==> src/hdl/isp_pkg.sv <==
// Constants for the in-system flash programmer.
// Assumes a 10 MHz system clock and an 8-bit register port.
package isp_pkg;

  // ==========================================================================
  // Register offsets
  localparam logic [7:0] ISP_OFS_CMD      = 8'h94;
  localparam logic [7:0] ISP_OFS_ADDR_LO  = 8'h95;
  localparam logic [7:0] ISP_OFS_ADDR_HI  = 8'h96;
  localparam logic [7:0] ISP_OFS_RAM_PTR  = 8'h97;
  localparam logic [7:0] ISP_OFS_STATUS   = 8'h98;

  // ==========================================================================
  // Reset values and command codes
  localparam logic [7:0] ISP_RST_BYTE     = 8'h00;
  localparam logic [7:0] ISP_CMD_PAGE     = 8'h5a;
  localparam logic [7:0] ISP_CMD_BYTE     = 8'h1e;

  // ==========================================================================
  // Geometry
  localparam int         ISP_PAGE_BYTES   = 32;
  localparam int         ISP_PAGE_COUNT   = 256;
  localparam int         ISP_PAGE_LSB     = 5;
  localparam logic [4:0] ISP_LAST_IDX     = 5'h1f;

  // ==========================================================================
  // Timing
  localparam int         ISP_CLK_HZ       = 10_000_000;
  localparam int         ISP_WRITE_MAX_MS = 8;
  localparam int         ISP_ERASE_MS     = 3;
  localparam int         ISP_WRITE_CYC    = ISP_WRITE_MAX_MS * (ISP_CLK_HZ / 1000);
  localparam int         ISP_ERASE_CYC    = ISP_ERASE_MS * (ISP_CLK_HZ / 1000);
  // Cycles per byte: RAM read, data wait, program strobe
  localparam int         ISP_BYTE_CYC     = 3;

  // ==========================================================================
  // Status bit positions
  localparam int         ISP_ST_BUSY      = 0;
  localparam int         ISP_ST_ERR       = 1;

  typedef enum logic [2:0] {
    ISP_IDLE,
    ISP_ERASE,
    ISP_FETCH,
    ISP_PROG,
    ISP_WAIT
  } isp_state_e;

endpackage : isp_pkg

==> src/hdl/isp_top.sv <==
// In-system flash programmer: register port, RAM reader, flash sequencer.
// Assumes a synchronous RAM read port (data one cycle after address) and
// a flash array that takes erase and program strobes of one cycle each.
//
// Function
// - Flash is 256 pages of 32 bytes.
// - Page base has low five bits zero.
// - Page source is 32 RAM bytes at pointer.
// - Page selected by target address bits 12:5.
// - Code 0x5A starts a page write.
// - Byte write uses target address bits 12:0.
// - Code 0x1E starts a single-byte write.
// - Buffer pointer is 8-bit RW, resets zero.
// - Target address bytes are RW, reset zero.
// - Each write erases then programs automatically.
// - A page write completes within 8 ms.
//
// Our own choice: strobed register access.
`timescale 1ns/1ps
module isp_top #(
  parameter int WRITE_CYC = isp_pkg::ISP_WRITE_CYC,
  parameter int ERASE_CYC = isp_pkg::ISP_ERASE_CYC
) (
  input  wire logic        sys_clk,
  input  wire logic        rstn,
  input  wire logic [7:0]  reg_addr,
  input  wire logic [7:0]  reg_wdata,
  input  wire logic        reg_wr,
  input  wire logic        reg_rd,
  output logic      [7:0]  reg_rdata,
  output logic      [7:0]  ram_addr,
  output logic             ram_rd,
  input  wire logic [7:0]  ram_rdata,
  output logic      [12:0] flash_addr,
  output logic      [7:0]  flash_wdata,
  output logic             flash_erase,
  output logic             flash_page,
  output logic             flash_prog,
  output logic             fetch_stall
);
  import isp_pkg::*;

  localparam int TW            = 24;
  localparam int PAGE_PROG_CYC = ISP_BYTE_CYC * ISP_PAGE_BYTES;

  // ==========================================================================
  // State
  typedef struct packed {
    isp_state_e  fsm;
    logic        page;
    logic [4:0]  idx;
    logic [7:0]  ptr;
    logic [15:0] base;
    logic        err;
    logic [7:0]  rdata;
    logic [12:0] faddr;
    logic [7:0]  fdata;
    logic        erase;
    logic        prog;
    logic        fetched;
  } isp_top_s;

  isp_top_s st_reg;
  isp_top_s st_next;

  logic [7:0]    ram_ptr;
  logic [15:0]   tgt_addr;
  logic          busy;
  logic          tmr_load;
  logic [TW-1:0] tmr_count;
  logic          tmr_expired;
  logic          cmd_wr;

  function automatic logic [7:0] isp_read_mux(input logic [7:0] a, input logic [7:0] p,
                                              input logic [15:0] t, input logic b,
                                              input logic e);
    logic [7:0] r;
    r = 8'h00;
    unique case (a)
      ISP_OFS_RAM_PTR: r = p;
      ISP_OFS_ADDR_HI: r = t[15:8];
      ISP_OFS_ADDR_LO: r = t[7:0];
      ISP_OFS_STATUS: begin
        r[ISP_ST_BUSY] = b;
        r[ISP_ST_ERR]  = e;
      end
      default:         r = 8'h00;
    endcase
    return r;
  endfunction : isp_read_mux

  assign busy   = (st_reg.fsm != ISP_IDLE);
  assign cmd_wr = reg_wr && (reg_addr == ISP_OFS_CMD);

  // ==========================================================================
  // Registers
  // pointer and address
  isp_regs u_regs (
    .sys_clk  (sys_clk),
    .rstn     (rstn),
    .reg_addr (reg_addr),
    .reg_wdata(reg_wdata),
    .reg_wr   (reg_wr),
    .lock     (busy),
    .ram_ptr  (ram_ptr),
    .tgt_addr (tgt_addr)
  );

  isp_timer #(.W(TW)) u_timer (
    .sys_clk(sys_clk),
    .rstn   (rstn),
    .load   (tmr_load),
    .count  (tmr_count),
    .expired(tmr_expired)
  );

  // ==========================================================================
  // Sequencer
  always_comb begin
    st_next       = st_reg;
    st_next.erase = 1'b0;
    st_next.prog  = 1'b0;
    tmr_load      = 1'b0;
    tmr_count     = '0;
    if (reg_rd) begin
      st_next.rdata = isp_read_mux(reg_addr, ram_ptr, tgt_addr, busy, st_reg.err);
    end
    unique case (st_reg.fsm)
      ISP_IDLE: begin
        if (cmd_wr) begin
          if (reg_wdata == ISP_CMD_PAGE || reg_wdata == ISP_CMD_BYTE) begin
            st_next.page  = (reg_wdata == ISP_CMD_PAGE);
            st_next.ptr   = ram_ptr;
            st_next.base  = (reg_wdata == ISP_CMD_PAGE) ?
                            {tgt_addr[15:ISP_PAGE_LSB], 5'h00} : tgt_addr;
            st_next.faddr = (reg_wdata == ISP_CMD_PAGE) ?
                            {tgt_addr[12:ISP_PAGE_LSB], 5'h00} : tgt_addr[12:0];
            st_next.idx   = 5'h00;
            st_next.erase = 1'b1;
            st_next.err   = 1'b0;
            st_next.fsm   = ISP_ERASE;
            tmr_load      = 1'b1;
            tmr_count     = TW'(ERASE_CYC - 1);
          end else begin
            st_next.err = 1'b1;
          end
        end
      end
      ISP_ERASE: begin
        if (tmr_expired) begin
          st_next.fsm     = ISP_FETCH;
          st_next.fetched = 1'b0;
        end
      end
      ISP_FETCH: begin
        st_next.fetched = 1'b1;
        if (st_reg.fetched) begin
          st_next.fdata = ram_rdata;
          st_next.faddr = st_reg.base[12:0] + {8'h00, st_reg.idx};
          st_next.prog  = 1'b1;
          st_next.fsm   = ISP_PROG;
        end
      end
      ISP_PROG: begin
        if (st_reg.page && st_reg.idx != ISP_LAST_IDX) begin
          st_next.idx     = st_reg.idx + 5'h01;
          st_next.fetched = 1'b0;
          st_next.fsm     = ISP_FETCH;
        end else begin
          st_next.fsm = ISP_WAIT;
          tmr_load    = 1'b1;
          // whole write, programming included, fits WRITE_CYC
          tmr_count   = st_reg.page ? TW'(WRITE_CYC - ERASE_CYC - 1 - PAGE_PROG_CYC) :
                                      TW'(WRITE_CYC - ERASE_CYC - 1 - ISP_BYTE_CYC);
        end
      end
      ISP_WAIT: begin
        if (tmr_expired) begin
          st_next.fsm = ISP_IDLE;
        end
      end
      default: st_next.fsm = ISP_IDLE;
    endcase
  end

  always_ff @(posedge sys_clk or negedge rstn) begin
    if (!rstn) begin
      st_reg     <= '0;
      st_reg.fsm <= ISP_IDLE;
    end else begin
      st_reg <= st_next;
    end
  end

  // ==========================================================================
  // Outputs
  assign reg_rdata   = st_reg.rdata;
  assign ram_addr    = st_reg.ptr + {3'h0, st_reg.idx};
  assign ram_rd      = (st_reg.fsm == ISP_FETCH) && !st_reg.fetched;
  assign flash_addr  = st_reg.faddr;
  assign flash_wdata = st_reg.fdata;
  assign flash_erase = st_reg.erase;
  assign flash_page  = st_reg.page;
  assign flash_prog  = st_reg.prog;
  assign fetch_stall = busy;

  // ==========================================================================
  // Checks
  // page start
  page_start_a: assert property (@(posedge sys_clk) disable iff (!rstn)
    (!busy && cmd_wr && reg_wdata == ISP_CMD_PAGE) |=> (flash_erase && flash_page && busy))
    else $error("page command did not start erase");

  byte_start_a: assert property (@(posedge sys_clk) disable iff (!rstn)
    (!busy && cmd_wr && reg_wdata == ISP_CMD_BYTE) |=> (flash_erase && !flash_page))
    else $error("byte command did not start erase");

  bad_code_a: assert property (@(posedge sys_clk) disable iff (!rstn)
    (!busy && cmd_wr && reg_wdata != ISP_CMD_PAGE && reg_wdata != ISP_CMD_BYTE)
    |=> (!busy && !flash_erase))
    else $error("reserved code started a write");

  page_align_a: assert property (@(posedge sys_clk) disable iff (!rstn)
    flash_erase && flash_page |-> flash_addr[4:0] == 5'h00)
    else $error("page erase not aligned");

  erase_first_a: assert property (@(posedge sys_clk) disable iff (!rstn)
    flash_erase |=> !flash_prog [*2])
    else $error("program too soon after erase");

  ram_seq_a: assert property (@(posedge sys_clk) disable iff (!rstn)
    ram_rd && st_reg.idx != 5'h00 |-> ram_addr == 8'($past(ram_addr, 3) + 8'h01))
    else $error("ram address out of sequence");

  stall_busy_a: assert property (@(posedge sys_clk) disable iff (!rstn)
    flash_prog |-> fetch_stall)
    else $error("fetch not stalled during program");

  ptr_hold_a: assert property (@(posedge sys_clk) disable iff (!rstn)
    (busy && $past(busy)) |-> $stable(ram_ptr))
    else $error("pointer changed during write");

  byte_addr_a: assert property (@(posedge sys_clk) disable iff (!rstn)
    (!busy && cmd_wr && reg_wdata == ISP_CMD_BYTE) |=> flash_addr == $past(tgt_addr[12:0]))
    else $error("byte target address wrong");

  ram_first_a: assert property (@(posedge sys_clk) disable iff (!rstn)
    ram_rd && st_reg.idx == 5'h00 |-> ram_addr == ram_ptr)
    else $error("first ram address not the pointer");

  prog_order_a: assert property (@(posedge sys_clk) disable iff (!rstn)
    flash_prog |-> $past(ram_rd, 2))
    else $error("program without ram read");

  prog_data_a: assert property (@(posedge sys_clk) disable iff (!rstn)
    flash_prog |-> flash_wdata == $past(ram_rdata))
    else $error("program data not ram data");

  page_addr_a: assert property (@(posedge sys_clk) disable iff (!rstn)
    flash_prog && flash_page |-> flash_addr[12:5] == tgt_addr[12:5])
    else $error("page program outside target page");

  byte_prog_a: assert property (@(posedge sys_clk) disable iff (!rstn)
    flash_prog && !flash_page |-> flash_addr == tgt_addr[12:0])
    else $error("byte program address wrong");

  page_count_a: assert property (@(posedge sys_clk) disable iff (!rstn)
    flash_prog && flash_page && flash_addr[4:0] == ISP_LAST_IDX |=> st_reg.fsm == ISP_WAIT)
    else $error("page did not end after last byte");

  byte_once_a: assert property (@(posedge sys_clk) disable iff (!rstn)
    flash_prog && !flash_page |=> st_reg.fsm == ISP_WAIT)
    else $error("byte write programmed more than once");

  erase_once_a: assert property (@(posedge sys_clk) disable iff (!rstn)
    flash_erase |=> !flash_erase [*8])
    else $error("erase repeated within a write");

  stall_erase_a: assert property (@(posedge sys_clk) disable iff (!rstn)
    flash_erase |-> fetch_stall)
    else $error("erase while fetch runs");

  stall_rise_a: assert property (@(posedge sys_clk) disable iff (!rstn)
    $rose(fetch_stall) |-> $past(cmd_wr && (reg_wdata == ISP_CMD_PAGE || reg_wdata == ISP_CMD_BYTE)))
    else $error("stall without a valid command");

  idle_quiet_a: assert property (@(posedge sys_clk) disable iff (!rstn)
    !fetch_stall |-> !flash_erase && !flash_prog && !ram_rd)
    else $error("flash or ram activity while idle");

  busy_cmd_a: assert property (@(posedge sys_clk) disable iff (!rstn)
    busy && cmd_wr |=> !flash_erase)
    else $error("command accepted while busy");

  addr_hold_a: assert property (@(posedge sys_clk) disable iff (!rstn)
    (busy && $past(busy)) |-> $stable(tgt_addr))
    else $error("target address changed during write");

  ptr_read_a: assert property (@(posedge sys_clk) disable iff (!rstn)
    reg_rd && reg_addr == ISP_OFS_RAM_PTR |=> reg_rdata == $past(ram_ptr))
    else $error("pointer read data wrong");

  addr_read_a: assert property (@(posedge sys_clk) disable iff (!rstn)
    reg_rd && reg_addr == ISP_OFS_ADDR_HI |=> reg_rdata == $past(tgt_addr[15:8]))
    else $error("high address read data wrong");

  cmd_read_a: assert property (@(posedge sys_clk) disable iff (!rstn)
    reg_rd && reg_addr == ISP_OFS_CMD |=> reg_rdata == 8'h00)
    else $error("command register read not zero");

endmodule : isp_top

==> src/hdl/isp_timer.sv <==
// Down counter that times the erase and the whole write.
// Assumes one clock domain; load is a one-cycle pulse.
`timescale 1ns/1ps
module isp_timer #(
  parameter int W = 24
) (
  input  wire logic         sys_clk,
  input  wire logic         rstn,
  input  wire logic         load,
  input  wire logic [W-1:0] count,
  output logic              expired
);
  import isp_pkg::*;

  typedef struct packed {
    logic [W-1:0] cnt;
    logic         run;
  } isp_tmr_s;

  isp_tmr_s st_reg;
  isp_tmr_s st_next;

  always_comb begin
    st_next = st_reg;
    if (load) begin
      st_next.cnt = count;
      st_next.run = 1'b1;
    end else if (st_reg.run) begin
      if (st_reg.cnt == '0) begin
        st_next.run = 1'b0;
      end else begin
        st_next.cnt = st_reg.cnt - 1'b1;
      end
    end
  end

  always_ff @(posedge sys_clk or negedge rstn) begin
    if (!rstn) begin
      st_reg <= '0;
    end else begin
      st_reg <= st_next;
    end
  end

  assign expired = st_reg.run && (st_reg.cnt == '0);

endmodule : isp_timer

==> src/hdl/isp_regs.sv <==
// Register file: buffer pointer and target address pair.
// Assumes single-cycle strobes from the register port master.
`timescale 1ns/1ps
module isp_regs (
  input  wire logic        sys_clk,
  input  wire logic        rstn,
  input  wire logic [7:0]  reg_addr,
  input  wire logic [7:0]  reg_wdata,
  input  wire logic        reg_wr,
  input  wire logic        lock,
  output logic      [7:0]  ram_ptr,
  output logic      [15:0] tgt_addr
);
  import isp_pkg::*;

  typedef struct packed {
    logic [7:0] ptr;
    logic [7:0] hi;
    logic [7:0] lo;
  } isp_regs_s;

  isp_regs_s st_reg;
  isp_regs_s st_next;

  always_comb begin
    st_next = st_reg;
    if (reg_wr && !lock) begin
      unique case (reg_addr)
        ISP_OFS_RAM_PTR: st_next.ptr = reg_wdata;
        ISP_OFS_ADDR_HI: st_next.hi  = reg_wdata;
        ISP_OFS_ADDR_LO: st_next.lo  = reg_wdata;
        default:         st_next     = st_reg;
      endcase
    end
  end

  always_ff @(posedge sys_clk or negedge rstn) begin
    if (!rstn) begin
      st_reg <= {ISP_RST_BYTE, ISP_RST_BYTE, ISP_RST_BYTE};
    end else begin
      st_reg <= st_next;
    end
  end

  assign ram_ptr  = st_reg.ptr;
  assign tgt_addr = {st_reg.hi, st_reg.lo};

endmodule : isp_regs

==> config.mk <==
export PLATFORM = sky130hd
export DESIGN_NAME = isp_top
export DESIGN_NICKNAME = d
export VERILOG_FILES = /design/src/hdl/isp_pkg.sv /design/src/hdl/isp_top.sv /design/src/hdl/isp_timer.sv /design/src/hdl/isp_regs.sv
export SDC_FILE = /design/constraint.sdc
export NUM_CORES = 1
export LEC_CHECK = 0
export BUFFER_PORTS_ARGS = -buffer_cell sky130_fd_sc_hd__buf_2
export CORE_MARGIN = 2
export CORE_UTILIZATION = 40
export DETAILED_ROUTE_END_ITERATION = 6
export MAX_ROUTING_LAYER = met4
export SYNTH_ARGS = -nofsm -noshare
export SYNTH_HDL_FRONTEND = slang
export SYNTH_HIERARCHICAL = 1
export SYNTH_SLANG_ARGS = --single-unit
==> constraint.sdc <==
create_clock -name sys_clk -period 3.2 [get_ports sys_clk]
set_clock_uncertainty 0.1 [all_clocks]
set_input_delay 0.48 -clock sys_clk [delete_from_list [all_inputs] [get_ports sys_clk]]
set_output_delay 0.48 -clock sys_clk [all_outputs]
set_load 0.01 [all_outputs]
Yosys cells after proc, flatten, opt, wreduce, memory -nomap -nowiden. Cells that the tools add are included.

Input port bits: 28. Flip-flop bits (word level): 115. Output and inout port bits: 42. Logic and storage cells: 103.

Reductions and logical operators: 26. Add/subtract/negate cells: 4. Muxes and demuxes: 37. Eq/ne operators: 19.

Operator list (count): $mux 25 (2); $eq 8x8->1 const B (5); $mux 34 (1); $mux 33 (1); $pmux 16 s2 (1); $mux 15 (2); $mux 13 (2); $pmux 13 s2 (1); $logic_not 24->1 (1); $mux 24 (1); $sub 24x1->24 const B (1); $mux 21 (1); $pmux 6 s3 (1); $mux 16 (1); $mux 5 (3); $pmux 3 s5 (1); $ne 2x2->1 const B (7); $add 13x5->13 (1); $mux 3 (4); $reduce_and 2->1 (6); $mux 1 (10); $pmux 5 s2 (1); $mux 9 (1); $add 8x5->8 (1); other kinds (19) (30).

Logic depth before layout (Yosys ltp). Gate-level depths: netlist of the first run.

Word-level depth: 7. Gate-level depth with buffers: 12. Mapped depth without buffers: 9.

Cells and area by module. Netlist of the first run, hierarchy kept.

Modules (own cells, without submodules): isp_top (cells an instance 393, seq. area each 1576.5 um^2, area an instance 3678.5 um^2, instances 1); isp_timer (cells an instance 171, seq. area each 625.6 um^2, area an instance 1540.2 um^2, instances 1); isp_regs (cells an instance 53, seq. area each 600.6 um^2, area an instance 1002.2 um^2, instances 1).

Worst setup path after synthesis of the first run. OpenSTA, ideal clock, no wires.

Path type: input port to flip-flop. From: input port reg_addr[5]. To: register u_timer/st_reg[21] (netlist bit). Cell stages on the path: 12. Setup time: 131 ps. Arrival time: 2389 ps. Data required time: 2969 ps. Slack: 580 ps. Path buffers: 5. Cell sequence: nor4bb_1 > buf_4 > and4_2 > nand2b_1 > buf_2 > buf_2 > nand2_1 > clkbuf_1 > inv_1 > clkbuf_1 > o211ai_1 > nand3_1.

Longest elaborated chain between the ends: 6. Elaborated cells on any way between the ends: 8. Those cells by class: eq/ne: 2; mux: 3; reduce/logical: 3.

Ends and longest elaborated chain: start: declaration (RTL line isp_top.sv:26) `input wire logic [7:0] reg_addr,`; $eq 8x8->1 (*) (RTL line isp_top.sv:93) `assign cmd_wr = reg_wr && (reg_addr == ISP_OFS_CMD);`; $logic_and 1x1->1 (*) (RTL line isp_top.sv:93); $mux 1 (*) (RTL line isp_top.sv:130) `if (cmd_wr) begin`; $pmux 1 s2 (*) (RTL line isp_top.sv:128) `unique case (st_reg.fsm)`; $ne 2x2->1 (no line) / $reduce_bool 2->1 (equally long branches); $reduce_and 2->1 (no line); end signal: assignment (RTL line isp_timer.sv:41) `st_reg <= st_next;`; end: declaration (RTL line isp_timer.sv:20) `isp_tmr_s st_reg;`.

Mark *: on every way between the ends. The rest lies on a longest branch, timed or not. A chain may end at the register's enable or synchronous reset.

Worst setup path after layout of the first run.
From: register st_reg[57] (netlist bit). To: output port ram_addr[6].

Longest elaborated chain between the ends: 1.

Ends and longest elaborated chain: start: declaration (RTL line isp_top.sv:63) `isp_top_s st_reg;`; start signal: assignment (RTL line isp_top.sv:191) `st_reg <= st_next;`; $add 8x5->8 (RTL line isp_top.sv:198) `assign ram_addr = st_reg.ptr + {3'h0, st_reg.idx};`; end: declaration (RTL line isp_top.sv:31) `output logic [7:0] ram_addr,`.

No other way between the ends.

==> results.txt, run 1 <==
status -> finished, final reports clean
Slew @ Worst Pin -> 0.698 ns
H-tree depth -> 3
Final TNS setup -> 0 ns
Syn Area/Cell -> 10.1 um^2
Switching Share -> 0.245
DR WL/cell -> 17.3 um
Max Clk Rate -> 335 MHz
RSZ-0062 raised after global routing -> no
slowest CP cell -> dfrtp_1
Critical Path RT -> 2.62 ns
Starting Density -> 0.409
fillers -> 1458
GR Overflow Total -> 0
top cell type's share of synthesized area -> 0.451
Max Slew Vio Count -> 0
GRT Util Overall -> 0.197
Synth area leader -> dfrtp_1
PD cells -> 402 nW/um^2
critical path launch point type -> register
critical path arrival -> 2.41 ns
Routability Congestion -> 0.837
PortBufs -> 69
Netlist cell types -> 78
slowest stage delay, CP -> 0.45 ns
Inserted Clock Buffers -> 9
die area -> 16600 um^2
Post-synth EDFFs -> 0
clock-pin transition on the worst setup and hold timing paths -> 0.09 ns
initial antenna violation count -> 0
dominant synthesized flop cell -> dfrtp_1
Hold Crit Class -> input port to asynchronous set/reset pin
post-synthesis async set-or-reset flop share -> 1.00
first-pass iteration count of the detailed router -> 5
I/O Pins -> 70
P_leak -> 3.26 nW
Rel. slew slack -> 0.528
Vias -> 4748
R2R Setup Slk -> 0.39 ns
max reg flops -> 31
chip width -> 129 um
Final setup viols -> 0
WL final -> 14900 um
CTS tree -> built
CP endpoint kind -> output port
CP Cell Sequence -> ha_1, fa_1, a21o_1, a21oi_2, nor2b_1, o21ai_0, xnor2_1, buf_2
first-pass GRT wire length -> 24500 um
initial drt markers -> 336
Core Area -> 15200 um^2
maxcap violations -> 0
Tmin final -> 2.99 ns
Die Height -> 129 um
Post-CTS Hold Buffers -> 0
Post-DP Area -> 6610 um^2
largest net degree at the start of global routing -> 49
Clock Power Share -> 0.442
final instance area -> 6940 um^2
main area contributors after synthesis -> dfrtp_1 45%, nand2_1 6.8%, mux2_2 4.3%
Internal Power -> 2.11 mW
sequential area share after synthesis -> 0.451
final hold vios -> 0
NetSw -> 0.685 mW
FP Rows -> 45
Synth warnings -> 6
total power -> 2.79 mW
Crit Path Max Fanout -> 5
Seq cells post-synth -> 112
combinational share of power -> 0.040
vias per inst -> 5.52
Final #Nets -> 711
area grow syn2layout -> 11.5%
layout cells sized above 1 -> 0.235
Cells after Synth -> 617
vias in the first global route -> 4720
DRC Markers -> 0
Clock Latency Late Sink -> 0.37 ns
highest ir drop seen on vdd -> 0.271 mV
Final Cycle Share -> 0.934
crit path kind -> register to output port
synthesized area -> 6220 um^2
Clock Root Buffer -> clkbuf_16
Ant. Diodes -> 0
Num Clock Sinks -> 112
Routed Antenna Nets -> 0
maximum clock insertion buffer count -> 2
Detail Placement HPWL -> 10900 um
sequential share of power -> 0.518
-- power groups by stage --
stage               clock, mW  combinational (mW)  sequential, mW
finish                   1.23               0.112            1.45
global route             1.32               0.128            1.45
CTS                      1.27               0.115            1.44
detailed placement          0               0.115            1.47
global placement            0               0.112            1.47
floorplan                   0              0.0467            1.47
-- worst paths after layout --
path,from,cells after the start,endpoint
min in group sys_clk,ram_rdata[1],3,flash_wdata[1]
worst min-delay path,rstn,1,u_timer/st_reg[19]
max in group asynchronous,rstn,2,flash_wdata[7]
worst max-delay path,st_reg[57],8,ram_addr[6]
worst min register to register,flash_wdata[7],2,flash_wdata[7]
worst max register to register,st_reg[58],9,u_timer/st_reg[6]
-- synthesized netlist by cell type (all sizes together), types with 8 or more instances --
cell type	number
nand2	115
nor4	9
buf	43
ha	14
inv	19
nand3	17
mux2	32
a21oi	15
o21ai	29
o22ai	10
dfrtp	112
clkbuf	8
o211ai	8
xnor2	17
nand4	9
nor2	23
a22oi	9
a21o	8
nor3	8
xor2	14
-- area by class of cell --
type	instances	area (um^2)	area share
inverter	19	71.3	0.0103
sequential	112	2800	0.404
clock inverter	7	96.3	0.0139
clock buffer	9	225	0.0325
timing repair buffer	81	450	0.0649
multi-input combinational	444	3060	0.441
tap	188	235	0.0339
-- placed cells by master (no fill, tap or decap), drive strengths merged, types with 7 or more instances in the layout --
cell    synthesis  final
xor2           14     14
inv            19     23
nor4            9      9
nand3          17     17
nand2         115    115
dfrtp         112    112
ha             14     14
nor3            8      8
nor2           23     23
and3            7      7
o21ai          29     29
mux2           32     32
a21o            8      8
xnor2          17     17
nand4           9      9
clkbuf          8      9
o22ai          10     10
a21oi          15     15
a22oi           9      9
buf            43     81
o211ai          8      8
conb            1     10
-- metrics by stage --
| step | std cells | util | setup slack [ns] | hold WS, ns |
|---|---|---|---|---|
| 2_1_floorplan | 626 | - | 0.580 | 0.0844 |
| 3_3_place_gp | 844 | 0.435 | 0.379 | 0.354 |
| 3_5_place_dp | 844 | 0.435 | 0.264 | 0.357 |
| 4_1_cts | 860 | 0.456 | 0.115 | 0.0597 |
| 5_1_grt | 860 | 0.456 | 0.0657 | 0.0793 |
| 6_report | 860 | 0.456 | 0.213 | 0.0344 |
-- critical path, delay by kind of cell, from the launching register on --
family,cells,cell delay [ns]
and+or+nand+nor,1,0.07
AOI/OAI and AO/OA,3,0.57
xor gates and xnor gates,1,0.16
DFF,1,0.45
buffers and inverters,1,0.16
adders and majority gates,2,0.65
-- layer usage --
layer  share of wire  vias to the layer above  GRT usage
li1                -                     2265          -
met1            0.46                     2360      0.261
met2            0.48                      100      0.301
met3           0.041                       23     0.0495
met4           0.017                        0     0.0563
met5               0                        -          -
-- repair_timing --
item                       CTS  global route
setup buffers                0             0
resized for setup            0             1
setup endpoints to repair    0             1
-- cells by family (layout without fill, tap and decap cells) --
kind of cell,count (synthesis),in the layout,share of synthesized area
AOI/OAI and AO/OA,117,117,0.127
xor gates and xnor gates,31,31,0.0436
adders and majority gates,16,16,0.0346
buffers and inverters,70,116,0.0640
DFF,112,112,0.451
muxes,36,36,0.0692
other,1,10,0.000603
and+or+nand+nor,234,234,0.210
(Power assumes the default switching activity.)
==> run 2, diff against run 1 <==
- RECOVER_POWER: unset -> 25
==> results.txt, run 2 (synthesized netlist as in run 1, its figures left out) <==
die area -> 16600 um^2 (unchanged)
initial antenna violation count -> 0 (unchanged)
Clock Root Buffer -> clkbuf_16
GRT Util Overall -> 0.197 (unchanged)
Rel. slew slack -> 0.161 (-0.368)
Register Area -> 2800 um^2 (unchanged)
Routed Antenna Nets -> 0 (unchanged)
Critical Path RT -> 2.62 ns (about the same)
Num Clock Sinks -> 112 (unchanged)
Starting Density -> 0.409 (unchanged)
Tmin final -> 2.99 ns (+0.00137 ns)
GR Overflow Total -> 0 (unchanged)
Final #Nets -> 711 (unchanged)
layout cells sized above 1 -> 0.235 (unchanged)
Max Slew Vio Count -> 0 (unchanged)
worst hold stages -> 3
vias per inst -> 5.55 (+0.51%)
Core Area -> 15200 um^2 (unchanged)
cell count after placement -> 844 (unchanged)
footprint of the multi-input gates -> 3060 um^2 (unchanged)
Slew @ Worst Pin -> 1.26 ns (+0.561 ns)
chip width -> 129 um (unchanged)
Die Height -> 129 um (unchanged)
status -> finished, final reports clean
clock-pin transition on the worst setup and hold timing paths -> 0.08 ns (about the same)
crit path kind -> register to output port
FP Rows -> 45 (unchanged)
max reg flops -> 31 (unchanged)
Crit Path Max Fanout -> 5 (unchanged)
maxcap violations -> 0 (unchanged)
P_leak -> 3.25 nW (-0.18%)
CTS tree -> built
CP Cell Sequence -> ha_1, fa_1, a21o_1, a21oi_2, nor2b_1, o21ai_0, xnor2_1, buf_2
Clock Latency Late Sink -> 0.37 ns (about the same)
Final TNS setup -> 0 ns (unchanged)
Inserted Clock Buffers -> 9 (unchanged)
largest net degree at the start of global routing -> 49 (unchanged)
PortBufs -> 69 (unchanged)
slowest stage delay, CP -> 0.45 ns (about the same)
highest ir drop seen on vdd -> 0.272 mV (+0.32%)
Final Cycle Share -> 0.934 (about the same)
I/O Pins -> 70 (unchanged)
first-pass GRT wire length -> 24500 um (unchanged)
area grow syn2layout -> 11.3%
commonest non-fill, non-tap cell in the layout -> nand2_1
critical path arrival -> 2.41 ns (about the same)
setup ws final -> 0.211 ns (-0.00138 ns)
Post-DP Area -> 6610 um^2 (unchanged)
Post-CTS Setup Inserts -> 0 (unchanged)
most frequent cells in the layout -> 113 x nand2_1, 112 x dfrtp_1, 68 x buf_2, 25 x o21ai_0, 24 x mux2_2
Hold Crit Class -> input port to register
Max Clk Rate -> 335 MHz (about the same)
CP bufs+invs -> 1 (unchanged)
WL final -> 14800 um (-0.26%)
RSZ-0062 raised after global routing -> no
critical path depth -> 8 (unchanged)
dpl ws -> 0.264 ns (unchanged)
vias in the first global route -> 4720 (unchanged)
Routability Congestion -> 0.837 (unchanged)
CP endpoint kind -> output port
H-tree depth -> 3 (unchanged)
Worst R2R Path Depth -> 9 (unchanged)
Largest delay share family, worst path -> adder cells
final hold vios -> 0 (unchanged)
fin cells -> 860 (unchanged)
DRC Markers -> 0 (unchanged)
final instance area -> 6920 um^2 (-0.25%)
Ant. Diodes -> 0 (unchanged)
PD cells -> 403 nW/um^2 (+0.16%)
fillers -> 1459 (+0.069%)
critical path launch point type -> register
initial drt markers -> 400 (+19%)
slowest CP cell -> dfrtp_1
maximum clock insertion buffer count -> 2 (unchanged)
first-pass iteration count of the detailed router -> 5 (unchanged)
Final setup viols -> 0 (unchanged)
DR WL/cell -> 17.2 um (-0.26%)
Detail Placement HPWL -> 10900 um (unchanged)
Vias -> 4772 (+0.51%)
[run 2: changes by cell type in the layout (fill, tap and decap cells not counted), sizes merged]
cell,before,now
buf,81,79
clkbuf,9,11
[run 2: metrics by stage]
step                       util  hold slack (ns)  power [mW]
after floorplan               -           0.0844        1.52
after global placement    0.435            0.354        1.58
after detailed placement  0.435            0.357        1.59
after CTS                 0.456           0.0597        2.83
after global routing      0.455            0.196        2.90
final                     0.455            0.202        2.79
[run 2: cell type report]
type                            count  area share
Sequential cell                   112       0.405
Clock inverter                      7      0.0139
Inverter                           19      0.0103
Tap cell                          188      0.0340
Timing Repair Buffer               81      0.0625
Multi-Input combinational cell    444       0.442
Clock buffer                        9      0.0325
[run 2: report_power, final]
part           switching [mW]  internal, mW
Sequential             0.0177          1.43
Combinational          0.0682        0.0409
Clock                   0.599         0.635
[run 2: final timing paths]
check                          startpoint  slack [ns]            endpoint
setup / recovery               st_reg[57]        0.21         ram_addr[6]
min in group asynchronous            rstn        0.27  u_timer/st_reg[19]
setup reg to reg               st_reg[58]        0.41   u_timer/st_reg[6]
hold / removal               ram_rdata[1]        0.20      flash_wdata[1]
max in group asynchronous            rstn        0.94   u_regs/ram_ptr[1]
hold reg to reg            flash_wdata[7]        0.37      flash_wdata[7]
[run 2: worst register-to-register path, cell delays in order (launching register included)]
cell and delay [ns]:
dfrtp_1 0.48, ha_1 0.24, and3_1 0.18, ha_1 0.18, nand2b_1 0.19, nand2_1 0.15, nand2_1 0.33, inv_1 0.46
o311ai_0 0.22, o311ai_0 0.14
[run 2: layer usage]
layer / vias to the layer above / part of all wire / GRT usage
li1: 2270 / - / -
met1: 2360 / 0.46 / 0.261
met2: 119 / 0.48 / 0.301
met3: 23 / 0.044 / 0.0495
met4: 0 / 0.017 / 0.0563
met5: - / 0 / -
[run 2: repair_timing]
action / CTS / global route
setup endpoints to repair: 0 / 1
hold buffers: 0 / 0
resized for setup: 0 / 1
==> run 3, diff against run 2 <==
- CORE_MARGIN: 2 -> 8
- clock period: 3.2 -> 3.75 ns (I/O delays scaled with it)
==> results.txt, run 3 (synthesized netlist as in run 1, its figures left out) <==
Inserted Clock Buffers -> 9 (unchanged)
commonest non-fill, non-tap cell in the layout -> nand2_1
R2R Path Start -> u_timer/st_reg[1]
dpl ws -> 1.02 ns (+0.754 ns)
die area -> 19800 um^2 (+20%)
GR Overflow Total -> 0 (unchanged)
Slew @ Worst Pin -> 1.71 ns (+0.446 ns)
crit path kind -> register to output port
cell count after placement -> 838 (-0.71%)
fin cells -> 854 (-0.70%)
I/O Pins -> 70 (unchanged)
vias per inst -> 5.50 (-0.96%)
Starting Density -> 0.409 (unchanged)
max reg flops -> 31 (unchanged)
DR WL/cell -> 17.8 um (+3.4%)
Core Area -> 15200 um^2 (unchanged)
R2R Path End -> u_timer/st_reg[6]
area grow syn2layout -> 9.96%
Routed Antenna Nets -> 0 (unchanged)
Final Cycle Share -> 0.832
Final TNS setup -> 0 ns (unchanged)
RSZ-0062 raised after global routing -> no
Worst R2R Path Depth -> 7 (-2)
critical path arrival -> 2.46 ns (+0.05 ns)
Post-CTS Setup Inserts -> 0 (unchanged)
Routability Congestion -> 0.812 (-2.9%)
status -> complete, but fails checks
final hold vios -> 0 (unchanged)
GRT Util Overall -> 0.164 (-0.0331)
initial drt markers -> 285 (-29%)
Max Slew Vio Count -> 67 (+67)
initial antenna violation count -> 0 (unchanged)
Num Clock Sinks -> 112 (unchanged)
Die Height -> 141 um (+9.3%)
first-pass iteration count of the detailed router -> 4 (-1)
Rel. slew slack -> -0.137 (-0.297)
R2R Setup Slk -> 1.12 ns (+0.71 ns)
failing checks -> capacitance limit, slew limit
hold_sp -> ram_rdata[5]
final instance area -> 6840 um^2 (-1.2%)
highest ir drop seen on vdd -> 0.207 mV (-24%)
setup ws final -> 0.629 ns (+0.418 ns)
utilization after layout -> 0.450 (-0.00535)
first-pass GRT wire length -> 25100 um (+2.3%)
most frequent cells in the layout -> 113 x nand2_1, 112 x dfrtp_1, 68 x buf_2, 25 x o21ai_0, 24 x mux2_2
Critical Path RT -> 3.09 ns (+0.47 ns)
CP endpoint kind -> output port
critical path launch point type -> register
PortBufs -> 69 (unchanged)
Detail Placement HPWL -> 11200 um (+3.1%)
chip width -> 141 um (+9.3%)
Crit Path Max Fanout -> 5 (unchanged)
post-CTS sizing -> 0 (unchanged)
Max Clk Rate -> 320 MHz
Vias -> 4693 (-1.7%)
Tmin final -> 3.12 ns
Final #Nets -> 705 (-0.84%)
total power -> 2.29 mW (-18%)
Clock Latency Late Sink -> 0.36 ns (about the same)
maximum clock insertion buffer count -> 2 (unchanged)
PD cells -> 335 nW/um^2 (-17%)
Post-DP Area -> 6570 um^2 (-0.68%)
clock-pin transition on the worst setup and hold timing paths -> 0.08 ns (about the same)
FP Rows -> 45 (unchanged)
WL final -> 15200 um (+2.7%)
Final setup viols -> 0 (unchanged)
hold path endpoint -> flash_wdata[5]
layout cells sized above 1 -> 0.225 (-0.00989)
CTS tree -> built
maxcap violations -> 1 (+1)
Clock Root Buffer -> clkbuf_16
Ant. Diodes -> 0 (unchanged)
Post-CTS Hold Buffers -> 0 (unchanged)
P_leak -> 3.21 nW (-1.3%)
DRC Markers -> 0 (unchanged)
worst hold stages -> 3 (unchanged)
H-tree depth -> 3 (unchanged)
vias in the first global route -> 4636 (-1.8%)
largest net degree at the start of global routing -> 67 (+37%)
Hold WS -> 0.282 ns (+0.0799 ns)
Hold Crit Class -> input port to register
run 3: how the worst max path moves through the flow:
stage / endpoint / startpoint / cells past startpoint / slack, ns
after floorplan: u_timer/st_reg[21] / reg_addr[5] / 12 / 1.05
after global placement: ram_addr[6] / st_reg[57] / 8 / 1.01
after detailed placement: ram_addr[6] / st_reg[57] / 8 / 1.02
after CTS: ram_addr[6] / st_reg[57] / 8 / 0.62
after global routing: st_reg[0] / rstn / 2 / 0.45
final: ram_addr[6] / st_reg[57] / 8 / 0.63
run 3: layout make-up:
class                           instances  area [um^2]
Tap cell                              188          235
Clock buffer                           11          243
Inverter                               19         71.3
Multi-Input combinational cell        444         3050
Timing Repair Buffer                   75          388
Clock inverter                          5         46.3
Fill cell                            1475         8360
Sequential cell                       112         2800
run 3: power by group:
group          total, mW  internal, mW  leakage (nW)  switching [mW]
Clock              0.966         0.484         0.143           0.483
Combinational     0.0933        0.0334          1.66          0.0600
Sequential          1.23          1.22          1.41          0.0147
Total               2.29          1.74          3.21           0.557
run 3: worst max-delay path, cell delays in order (launching register included):
cell	delay (ns)
dfrtp_1	0.44
ha_1	0.23
fa_1	0.40
a21o_1	0.17
a21oi_1	0.22
nor2b_1	0.08
o21ai_0	0.20
xnor2_1	0.19
buf_2	0.18
run 3: layer usage:
metal / share of wire / GRT usage / wire (um)
met1: 0.49 / 0.222 / 7440
met3: 0.028 / 0.0290 / 422
met5: 0 / - / 0
met4: 0.016 / 0.0481 / 246
met2: 0.47 / 0.246 / 7120
